File: config.mk
export PLATFORM = sky130hd
export DESIGN_NAME = hdt_transmitter
export DESIGN_NICKNAME = d
export VERILOG_FILES = /design/src/hdt_pkg.sv /design/src/hdt_transmitter.sv
export SDC_FILE = /design/constraint.sdc
export NUM_CORES = 1
export LEC_CHECK = 0
export BUFFER_PORTS_ARGS = -buffer_cell sky130_fd_sc_hd__buf_4
export CORE_MARGIN = 2
export CORE_UTILIZATION = 54
export CTS_CLUSTER_DIAMETER = 40
export DETAILED_ROUTE_END_ITERATION = 6
export GPL_TIMING_DRIVEN = 0
export HOLD_SLACK_MARGIN = 0.1
export PLACE_DENSITY = 0.84
export SYNTH_ARGS = -nofsm -noshare
export SYNTH_HDL_FRONTEND = slang
export SYNTH_SLANG_ARGS = --single-unit
File: constraint.sdc
create_clock -name aclk -period 3 [get_ports aclk]
set_input_delay 0.15 -clock aclk [delete_from_list [all_inputs] [get_ports aclk]]
set_output_delay 0.15 -clock aclk [all_outputs]
set_load 0.02 [all_outputs]
File: src/hdt_pkg.sv
// constants, register map and symbol kinds for the hdlc data link transmitter
package hdt_pkg;
    // register indices; byte address is four times the index
    localparam logic [7:0] HDT_IDX_CFG = 8'h34;
    localparam logic [7:0] HDT_IDX_STAT = 8'h35;
    localparam logic [7:0] HDT_IDX_TDR = 8'h36;
    localparam logic [7:0] HDT_IDX_OPT = 8'h37;
    localparam logic [7:0] HDT_ADDR_CFG = {HDT_IDX_CFG[5:0], 2'b00};
    localparam logic [7:0] HDT_ADDR_STAT = {HDT_IDX_STAT[5:0], 2'b00};
    localparam logic [7:0] HDT_ADDR_TDR = {HDT_IDX_TDR[5:0], 2'b00};
    localparam logic [7:0] HDT_ADDR_OPT = {HDT_IDX_OPT[5:0], 2'b00};
    // configuration field positions
    localparam int HDT_CFG_EN = 0;
    localparam int HDT_CFG_CRC = 1;
    localparam int HDT_CFG_ABORT = 2;
    localparam int HDT_CFG_GATE = 3;
    localparam int HDT_CFG_LAST = 4;
    // status field positions
    localparam int HDT_STAT_UDR = 0;
    localparam int HDT_STAT_REQ = 1;
    // options field position
    localparam int HDT_OPT_ROUTE = 0;
    // reset values
    localparam logic [4:0] HDT_CFG_RST = 5'h00;
    localparam logic [7:0] HDT_TDR_RST = 8'h00;
    localparam logic [15:0] HDT_CRC_PRESET = 16'hFFFF;
    // crc-16 polynomial x^16 + x^12 + x^5 + 1
    localparam logic [15:0] HDT_CRC_POLY = 16'h1021;
    // symbols, sent lsb first
    localparam logic [7:0] HDT_FLAG = 8'h7E;
    localparam logic [7:0] HDT_ABORT = 8'h7F;
    localparam logic [7:0] HDT_ONES = 8'hFF;
    localparam logic [2:0] HDT_STUFF_RUN = 3'h5;
    // data link bit period
    localparam int HDT_CLK_NS = 20;
    localparam int HDT_BIT_NS = 160;
    localparam logic [7:0] HDT_BIT_CYCLES = 8'(HDT_BIT_NS / HDT_CLK_NS);
    // axi responses
    localparam logic [1:0] HDT_RESP_OKAY = 2'h0;
    localparam logic [1:0] HDT_RESP_SLVERR = 2'h2;
    // symbol being serialized
    typedef enum logic [2:0] {
        HDT_SYM_OFF,
        HDT_SYM_FLAG,
        HDT_SYM_DATA,
        HDT_SYM_FCS,
        HDT_SYM_ABORT,
        HDT_SYM_UDR_ABORT,
        HDT_SYM_UDR_FLAG,
        HDT_SYM_IDLE
    } hdt_sym_t;
endpackage

File: src/hdt_transmitter.sv
// hdlc data link transmitter with axi4-lite register slave
//
// Contract
// - enable sends flags until data; clear disables
// - crc enable appends 16-bit check sequence
// - crc polynomial x16+x12+x5+1
// - check sequence sent msb first
// - abort request repeats 11111110 after last byte
// - irq gate masks link transmit interrupt
// - routing enable mirrors interrupt on host_irq_n
// - last-byte mark: checksum then flags follow
// - last-byte mark self-clears before next packet
// - byte request set when byte enters shifter
// - byte request zero while byte held
// - byte request independent of irq gate
// - underrun set when shifter empties unfed
// - underrun: one abort, flag, then wait
// - underrun still set: send all ones
// - underrun cleared only by writing zero
// - data bytes sent lsb first
// - byte needed: raise irq and request flag
`timescale 1ns/1ns
module hdt_transmitter (
    input wire logic aclk,
    input wire logic aresetn,
    input wire logic [7:0] awaddr,
    input wire logic awvalid,
    output logic awready,
    input wire logic [31:0] wdata,
    input wire logic [3:0] wstrb,
    input wire logic wvalid,
    output logic wready,
    output logic [1:0] bresp,
    output logic bvalid,
    input wire logic bready,
    input wire logic [7:0] araddr,
    input wire logic arvalid,
    output logic arready,
    output logic [31:0] rdata,
    output logic [1:0] rresp,
    output logic rvalid,
    input wire logic rready,
    output logic link_tx_bit,
    output logic link_tx_bit_en,
    output logic link_tx_irq_out,
    output logic host_irq_n
);
    // register select: 0 none, 1 config, 2 status, 3 data, 4 options
    function automatic logic [2:0] hdt_decode(input logic [7:0] addr);
        logic [2:0] sel;
        sel = 3'h0;
        if (addr == hdt_pkg::HDT_ADDR_CFG) sel = 3'h1;
        if (addr == hdt_pkg::HDT_ADDR_STAT) sel = 3'h2;
        if (addr == hdt_pkg::HDT_ADDR_TDR) sel = 3'h3;
        if (addr == hdt_pkg::HDT_ADDR_OPT) sel = 3'h4;
        return sel;
    endfunction

    // one crc step on a bit in line order
    function automatic logic [15:0] hdt_crc_step(input logic [15:0] crc, input logic b);
        return {crc[14:0], 1'b0} ^ ((b ^ crc[15]) ? hdt_pkg::HDT_CRC_POLY : 16'h0000);
    endfunction

    logic aw_full_reg, w_full_reg, awready_reg, wready_reg, bvalid_reg, arready_reg, rvalid_reg;
    logic [7:0] aw_addr_reg;
    logic [7:0] w_data_reg;
    logic w_lane_reg;
    logic [1:0] bresp_reg, rresp_reg;
    logic [31:0] rdata_reg;
    logic [4:0] cfg_reg;
    logic [7:0] tdr_reg;
    logic route_reg, hold_full_reg, udr_reg, in_pkt_reg;
    logic [7:0] div_reg;
    logic [15:0] sh_reg, crc_reg;
    logic [3:0] cnt_reg;
    logic [2:0] ones_reg;
    logic bit_reg, bit_en_reg, irq_reg, host_irq_n_reg;
    hdt_pkg::hdt_sym_t sym_reg, sym_next;

    // axi write and read channel decode
    wire aw_take = awvalid && awready_reg;
    wire w_take = wvalid && wready_reg;
    wire wr_do = aw_full_reg && w_full_reg && !bvalid_reg;
    wire [2:0] wr_sel = hdt_decode(aw_addr_reg);
    wire wr_ok = wr_do && (wr_sel != 3'h0);
    wire wr_cfg = wr_ok && w_lane_reg && (wr_sel == 3'h1);
    wire wr_stat = wr_ok && w_lane_reg && (wr_sel == 3'h2);
    wire wr_tdr = wr_ok && w_lane_reg && (wr_sel == 3'h3);
    wire wr_opt = wr_ok && w_lane_reg && (wr_sel == 3'h4);
    wire aw_full_next = wr_do ? 1'b0 : (aw_full_reg || aw_take);
    wire w_full_next = wr_do ? 1'b0 : (w_full_reg || w_take);
    wire bvalid_next = wr_do || (bvalid_reg && !bready);
    wire ar_take = arvalid && arready_reg;
    wire rvalid_next = ar_take || (rvalid_reg && !rready);
    wire [2:0] rd_sel = hdt_decode(araddr);

    // register views
    wire en = cfg_reg[hdt_pkg::HDT_CFG_EN];
    wire crc_on = cfg_reg[hdt_pkg::HDT_CFG_CRC];
    wire abort_request = cfg_reg[hdt_pkg::HDT_CFG_ABORT];
    wire tx_irq_gate = cfg_reg[hdt_pkg::HDT_CFG_GATE];
    wire packet_last_byte_mark = cfg_reg[hdt_pkg::HDT_CFG_LAST];
    wire byte_req = !hold_full_reg;
    wire [7:0] stat_view = {6'h00, byte_req, udr_reg};
    wire [31:0] rd_view = (rd_sel == 3'h1) ? {27'h0, cfg_reg} :
                          (rd_sel == 3'h2) ? {24'h0, stat_view} :
                          (rd_sel == 3'h3) ? {24'h0, tdr_reg} :
                          (rd_sel == 3'h4) ? {31'h0, route_reg} : 32'h0000_0000;

    // serializer timing and bit selection
    wire tick = (div_reg == 8'h00);
    wire stuffed_kind = (sym_reg == hdt_pkg::HDT_SYM_DATA) || (sym_reg == hdt_pkg::HDT_SYM_FCS);
    wire stuff_now = tick && stuffed_kind && (ones_reg == hdt_pkg::HDT_STUFF_RUN);
    wire load_now = tick && !stuff_now && (cnt_reg == 4'h0);
    wire gap = !hold_full_reg && in_pkt_reg && (sym_reg == hdt_pkg::HDT_SYM_DATA);

    // choose the next symbol at a symbol boundary
    always_comb
    begin
        sym_next = hdt_pkg::HDT_SYM_FLAG;
        if (!en)
            sym_next = hdt_pkg::HDT_SYM_OFF;
        else if (sym_reg == hdt_pkg::HDT_SYM_UDR_ABORT)
            sym_next = hdt_pkg::HDT_SYM_UDR_FLAG;
        else if ((sym_reg == hdt_pkg::HDT_SYM_UDR_FLAG || sym_reg == hdt_pkg::HDT_SYM_IDLE)
                 && udr_reg)
            sym_next = hdt_pkg::HDT_SYM_IDLE;
        // repeat aborts once no byte waits
        else if (abort_request && !hold_full_reg)
            sym_next = hdt_pkg::HDT_SYM_ABORT;
        else if (hold_full_reg && sym_reg != hdt_pkg::HDT_SYM_OFF
                 && sym_reg != hdt_pkg::HDT_SYM_FCS && sym_reg != hdt_pkg::HDT_SYM_ABORT)
            sym_next = hdt_pkg::HDT_SYM_DATA;
        // last byte: check sequence or flags
        else if (gap && packet_last_byte_mark)
            sym_next = crc_on ? hdt_pkg::HDT_SYM_FCS : hdt_pkg::HDT_SYM_FLAG;
        // shifter emptied without a new byte
        else if (gap)
            sym_next = hdt_pkg::HDT_SYM_UDR_ABORT;
    end

    // complement, bit-reversed so msb leaves first
    wire [15:0] fcs_word = {<<{~crc_reg}};
    wire [15:0] load_word = (sym_next == hdt_pkg::HDT_SYM_DATA) ? {8'h00, tdr_reg} :
                            (sym_next == hdt_pkg::HDT_SYM_FCS) ? fcs_word :
                            (sym_next == hdt_pkg::HDT_SYM_ABORT
                             || sym_next == hdt_pkg::HDT_SYM_UDR_ABORT) ?
                                {8'h00, hdt_pkg::HDT_ABORT} :
                            (sym_next == hdt_pkg::HDT_SYM_OFF
                             || sym_next == hdt_pkg::HDT_SYM_IDLE) ?
                                {8'h00, hdt_pkg::HDT_ONES} : {8'h00, hdt_pkg::HDT_FLAG};
    wire [3:0] load_len = (sym_next == hdt_pkg::HDT_SYM_FCS) ? 4'hF : 4'h7;
    wire out_bit = stuff_now ? 1'b0 : (load_now ? load_word[0] : sh_reg[0]);
    wire data_bit = tick && !stuff_now &&
                    (load_now ? (sym_next == hdt_pkg::HDT_SYM_DATA)
                              : (sym_reg == hdt_pkg::HDT_SYM_DATA));
    wire [15:0] crc_base = (load_now && !in_pkt_reg) ? hdt_pkg::HDT_CRC_PRESET : crc_reg;
    wire load_data = load_now && (sym_next == hdt_pkg::HDT_SYM_DATA);
    wire end_pkt = load_now && gap && packet_last_byte_mark && en;
    wire stuff_next_kind = load_now ?
        (sym_next == hdt_pkg::HDT_SYM_DATA || sym_next == hdt_pkg::HDT_SYM_FCS) : stuffed_kind;
    wire [2:0] ones_inc = (ones_reg == hdt_pkg::HDT_STUFF_RUN) ? 3'h0 : ones_reg + 3'h1;
    // axi handshake state
    always_ff @(posedge aclk)
    begin
        if (!aresetn)
            {aw_full_reg, w_full_reg, awready_reg, wready_reg,
             bvalid_reg, arready_reg, rvalid_reg} <= 7'h00;
        else
        begin
            aw_full_reg <= aw_full_next;
            w_full_reg <= w_full_next;
            awready_reg <= !aw_full_next && !bvalid_next;
            wready_reg <= !w_full_next && !bvalid_next;
            bvalid_reg <= bvalid_next;
            rvalid_reg <= rvalid_next;
            arready_reg <= !rvalid_next;
        end
    end

    // axi payload latches
    always_ff @(posedge aclk)
    begin
        if (!aresetn)
            {aw_addr_reg, w_data_reg, w_lane_reg, bresp_reg, rresp_reg, rdata_reg} <= 53'h0;
        else
        begin
            if (aw_take) aw_addr_reg <= awaddr;
            if (w_take) w_data_reg <= wdata[7:0];
            if (w_take) w_lane_reg <= wstrb[0];
            if (wr_do) bresp_reg <= wr_ok ? hdt_pkg::HDT_RESP_OKAY : hdt_pkg::HDT_RESP_SLVERR;
            if (ar_take) rdata_reg <= rd_view;
            if (ar_take)
                rresp_reg <= (rd_sel != 3'h0) ? hdt_pkg::HDT_RESP_OKAY : hdt_pkg::HDT_RESP_SLVERR;
        end
    end

    // software registers, holding byte and underrun flag
    always_ff @(posedge aclk)
    begin
        if (!aresetn)
        begin
            cfg_reg <= hdt_pkg::HDT_CFG_RST;
            tdr_reg <= hdt_pkg::HDT_TDR_RST;
            {route_reg, hold_full_reg, udr_reg} <= 3'h0;
        end
        else
        begin
            // mark cleared as the packet closes; a write wins
            if (wr_cfg) cfg_reg <= w_data_reg[4:0];
            else if (end_pkt) cfg_reg[hdt_pkg::HDT_CFG_LAST] <= 1'b0;
            if (wr_tdr) tdr_reg <= w_data_reg;
            if (wr_opt) route_reg <= w_data_reg[hdt_pkg::HDT_OPT_ROUTE];
            // request follows the shifter load; a new write wins
            if (wr_tdr) hold_full_reg <= 1'b1;
            else if (load_data || !en) hold_full_reg <= 1'b0;
            // set wins; only a written zero clears
            if (load_now && sym_next == hdt_pkg::HDT_SYM_UDR_ABORT) udr_reg <= 1'b1;
            else if (wr_stat && !w_data_reg[hdt_pkg::HDT_STAT_UDR]) udr_reg <= 1'b0;
        end
    end

    // bit divider and serializer
    always_ff @(posedge aclk)
    begin
        if (!aresetn)
        begin
            div_reg <= 8'h00;
            sym_reg <= hdt_pkg::HDT_SYM_OFF;
            {sh_reg, crc_reg} <= {16'h0000, hdt_pkg::HDT_CRC_PRESET};
            {cnt_reg, ones_reg, in_pkt_reg} <= 8'h00;
        end
        else
        begin
            div_reg <= tick ? hdt_pkg::HDT_BIT_CYCLES - 8'h01 : div_reg - 8'h01;
            if (load_now)
            begin
                sym_reg <= sym_next;
                sh_reg <= {1'b0, load_word[15:1]};
                cnt_reg <= load_len;
                in_pkt_reg <= (sym_next == hdt_pkg::HDT_SYM_DATA);
            end
            else if (tick && !stuff_now)
            begin
                sh_reg <= {1'b0, sh_reg[15:1]};
                cnt_reg <= cnt_reg - 4'h1;
            end
            if (tick) ones_reg <= (stuff_next_kind && out_bit && !stuff_now) ? ones_inc : 3'h0;
            if (data_bit) crc_reg <= hdt_crc_step(crc_base, out_bit);
        end
    end

    // registered link and interrupt outputs
    always_ff @(posedge aclk)
    begin
        if (!aresetn)
            {bit_reg, bit_en_reg, irq_reg, host_irq_n_reg} <= 4'h9; // idle ones, host pin high
        else
        begin
            bit_en_reg <= tick;
            if (tick) bit_reg <= out_bit;
            irq_reg <= tx_irq_gate && en && byte_req;
            host_irq_n_reg <= !(route_reg && tx_irq_gate && en && byte_req);
        end
    end
    assign {awready, wready, bvalid, bresp} = {awready_reg, wready_reg, bvalid_reg, bresp_reg};
    assign {arready, rvalid, rresp, rdata} = {arready_reg, rvalid_reg, rresp_reg, rdata_reg};
    assign {link_tx_bit, link_tx_bit_en} = {bit_reg, bit_en_reg};
    assign {link_tx_irq_out, host_irq_n} = {irq_reg, host_irq_n_reg};
    // checks on serializer and flags
    property p_off_ones;
        @(posedge aclk) disable iff (!aresetn)
        tick && !stuff_now && sym_reg == hdt_pkg::HDT_SYM_OFF && !load_now |=> link_tx_bit;
    endproperty
    a_off_ones: assert property (p_off_ones) else $error("disabled link not idle ones");
    property p_fcs_follows;
        @(posedge aclk) disable iff (!aresetn)
        load_now && gap && en && packet_last_byte_mark && crc_on && !abort_request
        |=> sym_reg == hdt_pkg::HDT_SYM_FCS && cnt_reg == 4'hF;
    endproperty
    a_fcs_follows: assert property (p_fcs_follows) else $error("fcs not appended");
    property p_abort_repeat;
        @(posedge aclk) disable iff (!aresetn)
        load_now && en && abort_request && !hold_full_reg && !udr_reg
        && sym_reg != hdt_pkg::HDT_SYM_UDR_ABORT |=> sym_reg == hdt_pkg::HDT_SYM_ABORT;
    endproperty
    a_abort_repeat: assert property (p_abort_repeat) else $error("abort not sent");
    property p_gate_mask;
        @(posedge aclk) disable iff (!aresetn)
        !tx_irq_gate ##1 1 |-> !link_tx_irq_out && host_irq_n;
    endproperty
    a_gate_mask: assert property (p_gate_mask) else $error("interrupt not masked");
    property p_route;
        @(posedge aclk) disable iff (!aresetn)
        1 ##1 1 |-> host_irq_n == !($past(route_reg) && link_tx_irq_out);
    endproperty
    a_route: assert property (p_route) else $error("host pin not mirroring");
    property p_mark_clear;
        @(posedge aclk) disable iff (!aresetn)
        end_pkt && !wr_cfg |=> !packet_last_byte_mark;
    endproperty
    a_mark_clear: assert property (p_mark_clear) else $error("last mark not cleared");
    property p_req_set;
        @(posedge aclk) disable iff (!aresetn)
        load_data && !wr_tdr |=> byte_req && sym_reg == hdt_pkg::HDT_SYM_DATA;
    endproperty
    a_req_set: assert property (p_req_set) else $error("byte request not set");
    property p_req_clr;
        @(posedge aclk) disable iff (!aresetn)
        wr_tdr |=> !byte_req;
    endproperty
    a_req_clr: assert property (p_req_clr) else $error("request high with byte held");
    property p_udr_seq;
        @(posedge aclk) disable iff (!aresetn)
        load_now && en && sym_reg == hdt_pkg::HDT_SYM_UDR_ABORT && udr_reg
        && !(wr_stat && !w_data_reg[hdt_pkg::HDT_STAT_UDR])
        |=> sym_reg == hdt_pkg::HDT_SYM_UDR_FLAG && udr_reg;
    endproperty
    a_udr_seq: assert property (p_udr_seq) else $error("no flag after underrun abort");
    property p_udr_hold;
        @(posedge aclk) disable iff (!aresetn)
        udr_reg && !(wr_stat && !w_data_reg[0]) |=> udr_reg;
    endproperty
    a_udr_hold: assert property (p_udr_hold) else $error("underrun cleared wrongly");
    property p_stuff;
        @(posedge aclk) disable iff (!aresetn)
        stuff_now |=> !link_tx_bit ##0 $stable(cnt_reg);
    endproperty
    a_stuff: assert property (p_stuff) else $error("stuffed bit not zero");
endmodule

## After elaboration in Yosys (flattened, before gate mapping)

Cells that the tools add are included.

- Register bits after elaboration: 130
- Latch bits: 0
- Memory bits (writable): 0
- Bits in read-only memories: 0
- Bits of input ports: 59
- Output and inout port bits: 45
- Word-level logic and storage cells: 191
- Memories kept: 0

- $add $sub $neg: 3
- Multiply operators: 0
- Divide/modulo/power cells: 0
- Magnitude comparators: 0
- Eq/ne operators: 29
- Shift operators: 0
- Muxes and demuxes: 48
- Bitwise gates (word level): 4
- Reductions and logical operators: 76

Operators with widths:

| cell | number |
|---|---|
| == test 8 bit (second input constant) | 8 |
| 2-to-1 mux 16 bit | 3 |
| 2-to-1 mux 3 bit | 16 |
| logical AND 1 bit | 42 |
| 2-to-1 mux 8 bit | 5 |
| 2-to-1 mux 15 bit | 2 |
| == test 3 bit (second input constant) | 9 |
| == test 3 x 2 -> 1 bit (second input constant) | 8 |
| NOT 16 bit | 1 |
| bitwise XOR 16 x 13 -> 16 bit | 1 |
| 2-to-1 mux 1 bit | 15 |
| zero test 1 bit | 13 |
| 2-to-1 mux 13 bit | 1 |
| 2-to-1 mux 4 bit | 3 |
| logical OR 1 bit | 10 |
| nonzero test 3 bit | 3 |
| zero test 8 bit | 1 |
| nonzero test 2 bit | 4 |
| subtractor 8 x 1 -> 8 bit (second input constant) | 1 |
| == test 3 x 1 -> 1 bit (second input constant) | 2 |
| 2-to-1 mux 2 bit | 3 |
| zero test 4 bit | 1 |
| subtractor 4 x 1 -> 4 bit (second input constant) | 1 |
| adder 3 x 1 -> 3 bit (second input constant) | 1 |
| 6 further kinds | 6 |

## Logic depth before layout (Yosys ltp)

- Depth after elaboration: 21
- Gate-level depth with buffers: 11
- Depth with buffers taken out: 8

## Worst setup path before layout

No wires, ideal clock.

- Kind: register to register
- From: register sym_reg[2]
- To: register ones_reg[1]
- Library setup time: 0.058 ns
- Arrival: 2.190 ns
- Required time: 2.942 ns
- Slack: 0.752 ns
- Cell stages (with the launch flop): 11
- Path buffers: 3
- Clock period less this slack: 2.248 ns
- Path through: dfxtp_1 nand2b_4 or3_1 buf_2 and3_4 buf_6 o2111a_1 or3_1 buf_6 nor4b_4 o22a_1

- Cells in the longest elaborated chain, start to end: 20
- Elaborated cells on any way between the ends: 47
- Those cells by class: 12 x eq/ne; 15 x mux; 20 x reduce/logical

RTL lines:

| what | RTL line | source |
|---|---|---|
| from (decl) | hdt_transmitter.sv:78 | `hdt_pkg::hdt_sym_t sym_reg, sym_next;` |
| from (signal assigned) | hdt_transmitter.sv:229 | `sym_reg <= hdt_pkg::HDT_SYM_OFF;` |
| from (signal assigned) | hdt_transmitter.sv:238 | `sym_reg <= sym_next;` |
| == test 3 x 2 -> 1 bit or nonzero test 3 bit (tied branches) | hdt_transmitter.sv:112, hdt_transmitter.sv:115, hdt_transmitter.sv:131 |  |
| logical AND 1 bit (on tied branches) | hdt_transmitter.sv:115, hdt_transmitter.sv:131 |  |
| 2-to-1 mux 3 bit, or another cell as far along | hdt_transmitter.sv:138 | `else if (gap)` |
| 2-to-1 mux 3 bit or logical AND 1 bit (tied branches) | hdt_transmitter.sv:135, hdt_transmitter.sv:132 |  |
| 2-to-1 mux 3 bit | hdt_transmitter.sv:131 | `else if (hold_full_reg && sym_reg != hdt_pkg::HDT_SYM_OFF` |
| 2-to-1 mux 3 bit | hdt_transmitter.sv:129 | `else if (abort_request && !hold_full_reg)` |
| 2-to-1 mux 3 bit | hdt_transmitter.sv:125 | `else if ((sym_reg == hdt_pkg::HDT_SYM_UDR_FLAG \|\| sym_reg == hdt_pkg::HDT_SYM_IDLE)` |
| 2-to-1 mux 3 bit | hdt_transmitter.sv:123 | `else if (sym_reg == hdt_pkg::HDT_SYM_UDR_ABORT)` |
| [3 not listed] | - |  |
| 2-to-1 mux 8 bit | hdt_transmitter.sv:150 | `\|\| sym_next == hdt_pkg::HDT_SYM_IDLE) ?` |
| 2-to-1 mux 8 bit | hdt_transmitter.sv:147 | `\|\| sym_next == hdt_pkg::HDT_SYM_UDR_ABORT) ?` |
| 2-to-1 mux 16 bit | hdt_transmitter.sv:145 | `(sym_next == hdt_pkg::HDT_SYM_FCS) ? fcs_word :` |
| 2-to-1 mux 16 bit | hdt_transmitter.sv:144 | `wire [15:0] load_word = (sym_next == hdt_pkg::HDT_SYM_DATA) ? {8'h00, tdr_reg} :` |
| 2-to-1 mux 1 bit (2 in series) | hdt_transmitter.sv:153 | `wire out_bit = stuff_now ? 1'b0 : (load_now ? load_word[0] : sh_reg[0]);` |
| logical AND 1 bit | hdt_transmitter.sv:248 | `if (tick) ones_reg <= (stuff_next_kind && out_bit && !stuff_now) ? ones_inc : 3'h0;` |
| logical AND 1 bit (*) | hdt_transmitter.sv:248 |  |
| 2-to-1 mux 3 bit (*) | hdt_transmitter.sv:248 |  |
| to (signal assigned) | hdt_transmitter.sv:248 |  |
| to (decl) | hdt_transmitter.sv:76 | `logic [2:0] ones_reg;` |

Every way passes the cells marked *; elsewhere a longest branch is shown, timed or not.
A chain may end at the register's enable or synchronous reset.

## Worst setup path in the final report

- From: register cnt_reg[0]
- To: register ones_reg[0]

- Cells in the longest elaborated chain, start to end: 7
- Elaborated cells on any way between the ends: 8
- Those cells by class: 4 x mux; 4 x reduce/logical

RTL lines:

| what | RTL line | source |
|---|---|---|
| from (decl) | hdt_transmitter.sv:75 | `logic [3:0] cnt_reg;` |
| from (signal assigned) | hdt_transmitter.sv:240 | `cnt_reg <= load_len;` |
| from (signal assigned) | hdt_transmitter.sv:246 | `cnt_reg <= cnt_reg - 4'h1;` |
| zero test 4 bit (*) | hdt_transmitter.sv:114 | `wire load_now = tick && !stuff_now && (cnt_reg == 4'h0);` |
| logical AND 1 bit (*) | hdt_transmitter.sv:114 |  |
| 2-to-1 mux 1 bit (2 in series) | hdt_transmitter.sv:153 |  |
| logical AND 1 bit (*) (2 in series) | hdt_transmitter.sv:248 |  |
| 2-to-1 mux 3 bit (*) | hdt_transmitter.sv:248 |  |

Marks and branches as above.

==> metrics.md <==
| Metric | Value |
|---|---|
| Leak | 2.38 nW |
| Area delta synth->final | 20.8% |
| Dpl cells | 730 |
| Critical path, cell by cell | inv_1 > ha_1 > nor3b_2 > nand3_1 > a2111oi_0 > or3_1 > buf_6 > nor3_1 > a31o_2 |
| Final setup vio count | 0 |
| Most used DFF post-synth | dfxtp_1 |
| Crit path kind | flop to flop |
| Via Count | 4209 |
| Clk_lat worst skew | 0.37 ns |
| Non-Filler Instances | 765 |
| Num rows | 34 |
| Final hold violation count | 0 |
| DR iter-0 viols | 325 |
| CTS tree | yes |
| Synthesized area per cell | 8.74 sq um |
| Clock sinks | 104 |
| Die Span X | 98.2 um |
| Max Fclk | 362 MHz |
| Critical Path Start Type | flop |
| Root Driver | clkbuf_8 |
| Post-synthesis cell type count | 60 |
| First-pass detailed-route iteration total | 6 |
| Share of layout cells above drive strength 1 | 17.2% |
| Io pins | 104 |
| Max Cap Viol | 0 |
| Worst Path Required | 3.26 ns |
| Die Area | 0.00964 sq mm |
| Worst path max stage delay | 0.63 ns |
| Clk buf depth | 2 |
| Vias in the first global route | 4135 |
| Top delay family on crit path | simple AND/OR/NAND/NOR gates |
| Die Ht | 98.2 um |
| CP arrival | 3.02 ns |
| Setup Skew | 0.0114 ns |
| Worst vdd ir | 329 uV |
| Post-synth ARST share | 0% |
| Final nets | 713 |
| Final HPWL DP | 8030 um |
| Clock slew at reported path FFs | 0.10 ns |
| Reg2Reg Depth | 9 |
| RSZ-0062 raised after global routing | no |
| Reg-to-Reg End | ones_reg[0] |
| Slew Limit Fails | 0 |
| Worst path bufs/invs | 2 |
| Fin crit period | 2.76 ns |
| Average wire per standard cell | 14.5 um |
| Initial antenna violation count | 0 |
| Hold Path Stages | 2 |
| Ant. Diodes | 0 |
| Core Util, Final | 66.7% |
| DRT Wirelength | 11100 um |
| Synth Register Bits | 104 |
| Synth Instances | 548 |
| Pwr dens | 637 mW/mm^2 |
| Initial Util | 55.2% |
| Post-CTS Setup Inserts | 0 |
| Slew HR | 58.4% |
| Avg Vias per Cell | 5.50 |
| Largest net degree at the start of global routing | 19 |
| CP max-delay cell | a2111oi_0 |
| # DRC | 0 |
| Hold Crit Start | aresetn |
| Slew @ Worst Pin | 0.620 ns |
| GRT Resource Usage Total | 23.4% |
| Worst min path class | input pin to flop |
| Max reg flops | 16 |
| Synth Cell Area | 0.00479 sq mm |
| Hold path endpoint | link_tx_bit_en |
| GPL Wtd Cong | 0.875 |
| Global-route wire length before repair | 18600 um |
| GRT Residual Overflow | 0 |
| Status | finished clean |
| Core footprint | 0.00868 sq mm |
| Max FO, Critical Path | 9 |
| EDFF count, synth | 0 |
| Setup TNS | 0 ns |
| YS warnings | 0 |
| RR Startpoint | cnt_reg[0] |
| Tcrit/Tclk final | 92.0% |
| Worst R2R Setup Slack | 0.24 ns |
| Routed Antenna Nets | 0 |
| Crit. End Element | flop |
| H-tree Lvls | 3 |
| Port buffer count | 49 |
| Num CTS Buffers | 9 |
| Sequential area share after synthesis | 43.5% |
## worst register-to-register path, cell delays in order, from the launching register on
cell       delay (ns)
dfxtp_1          0.35
inv_1            0.07
ha_1             0.19
nor3b_2          0.37
nand3_1          0.40
a2111oi_0        0.63
or3_1            0.21
buf_6            0.14
nor3_1           0.07
a31o_2           0.23
## through the flow
step           hold slack [ns]  power, mW  instance area, sq um  setup WS [ns]
6_report                 0.160       3.69                  5780          0.240
5_1_grt                  0.164       3.89                  5780         0.0593
4_1_cts                  0.148       3.69                  5780          0.130
3_5_place_dp             0.425       2.79                  5390          0.155
3_3_place_gp             0.413       2.73                  5390          0.357
2_1_floorplan            0.295       2.50                  4880          0.752
## synth_stat cells (2+ instances only)
cell type,count,area share [%]
dfxtp_1,104,43
nand2_1,79,6.2
nor2_1,49,3.8
a21boi_0,30,4.7
buf_4,28,4.4
nor2b_1,23,3.0
clkbuf_1,22,1.7
nor3_1,21,2.2
o21ai_0,20,2.1
and2_1,14,1.8
mux2i_1,14,2.9
o211ai_1,13,2.0
o211a_1,10,2.1
a31oi_1,8,1.0
a22oi_1,7,1.1
o31ai_1,7,1.1
xor2_1,7,1.3
and3_1,6,0.78
inv_1,6,0.47
nand3_1,6,0.63
xnor2_1,6,1.1
a211oi_1,5,0.78
buf_2,5,0.52
nand2b_1,5,0.65
or3_1,4,0.52
a21oi_1,3,0.31
mux2_2,3,0.71
nor3b_1,3,0.47
a21o_1,2,0.31
a32oi_1,2,0.37
and4b_1,2,0.42
buf_6,2,0.47
ha_1,2,0.52
nand4_1,2,0.26
nand4b_1,2,0.37
o22a_1,2,0.37
## layout make-up
class | instances | area (sq um)
clock buffers | 10 | 128
well taps | 108 | 135
clock inverters | 6 | 75.1
plain buffers | 58 | 344
inverters | 6 | 22.5
flip-flops and latches | 104 | 2080
repair buffers | 68 | 558
fillers | 724 | 2890
multi-input cells | 405 | 2440
## cells by family after synthesis
| family | Yosys count | share of synthesized area [%] |
|---|---|---|
| compound gates | 119 | 18.2 |
| simple gates | 227 | 23.6 |
| flops | 104 | 43.5 |
| other cells | 1 | 0.0783 |
| xor+xnor | 13 | 2.38 |
| mux | 18 | 4.10 |
| fa+ha+maj | 2 | 0.522 |
| buf+inv | 64 | 7.65 |
## how the worst max path moves through the flow
stage                   from          end  slack [ns]  cells past startpoint
3_3_place_gp      cnt_reg[0]  ones_reg[0]        0.36                      9
3_5_place_dp      cnt_reg[0]  ones_reg[0]        0.16                      9
6_report          cnt_reg[0]  ones_reg[0]        0.24                      9
2_1_floorplan     sym_reg[2]  ones_reg[1]        0.75                     10
5_1_grt        hold_full_reg  crc_reg[14]        0.06                      9
4_1_cts           cnt_reg[0]  ones_reg[0]        0.13                      9
## repair_timing
action,CTS,global route
hold endpoints to repair,19,0
endpoints found under the setup margin,0,6
hold buffers,19,0
gates resized for setup,0,1
## per-layer routing
metal	GRT usage, %	wire length, um
met5	0	0
met4	7.69	237
met3	6.66	848
met2	40.3	5320
met1	28.2	4660
## placed cells by master (no fill, tap or decap), drive strengths merged, types with 6 or more instances in the layout
cell,instances
conb,26
xnor2,6
a31oi,8
xor2,7
and3,7
dlygate4sd3,19
and2,14
o211ai,13
mux2i,14
o31ai,7
inv,8
clkbuf,32
buf,85
dfxtp,104
nand2,79
nor3,21
a21boi,30
nor2,49
o21ai,21
nor2b,23
nand2b,6
a22oi,7
o211a,10
nand3,6
## report_power, final
group | internal, mW | total, mW | switching (mW)
registers | 1.54 | 1.65 | 0.110
logic | 0.480 | 1.15 | 0.668
clock network | 0.398 | 0.887 | 0.489
Power figures use the tool's default switching activity.
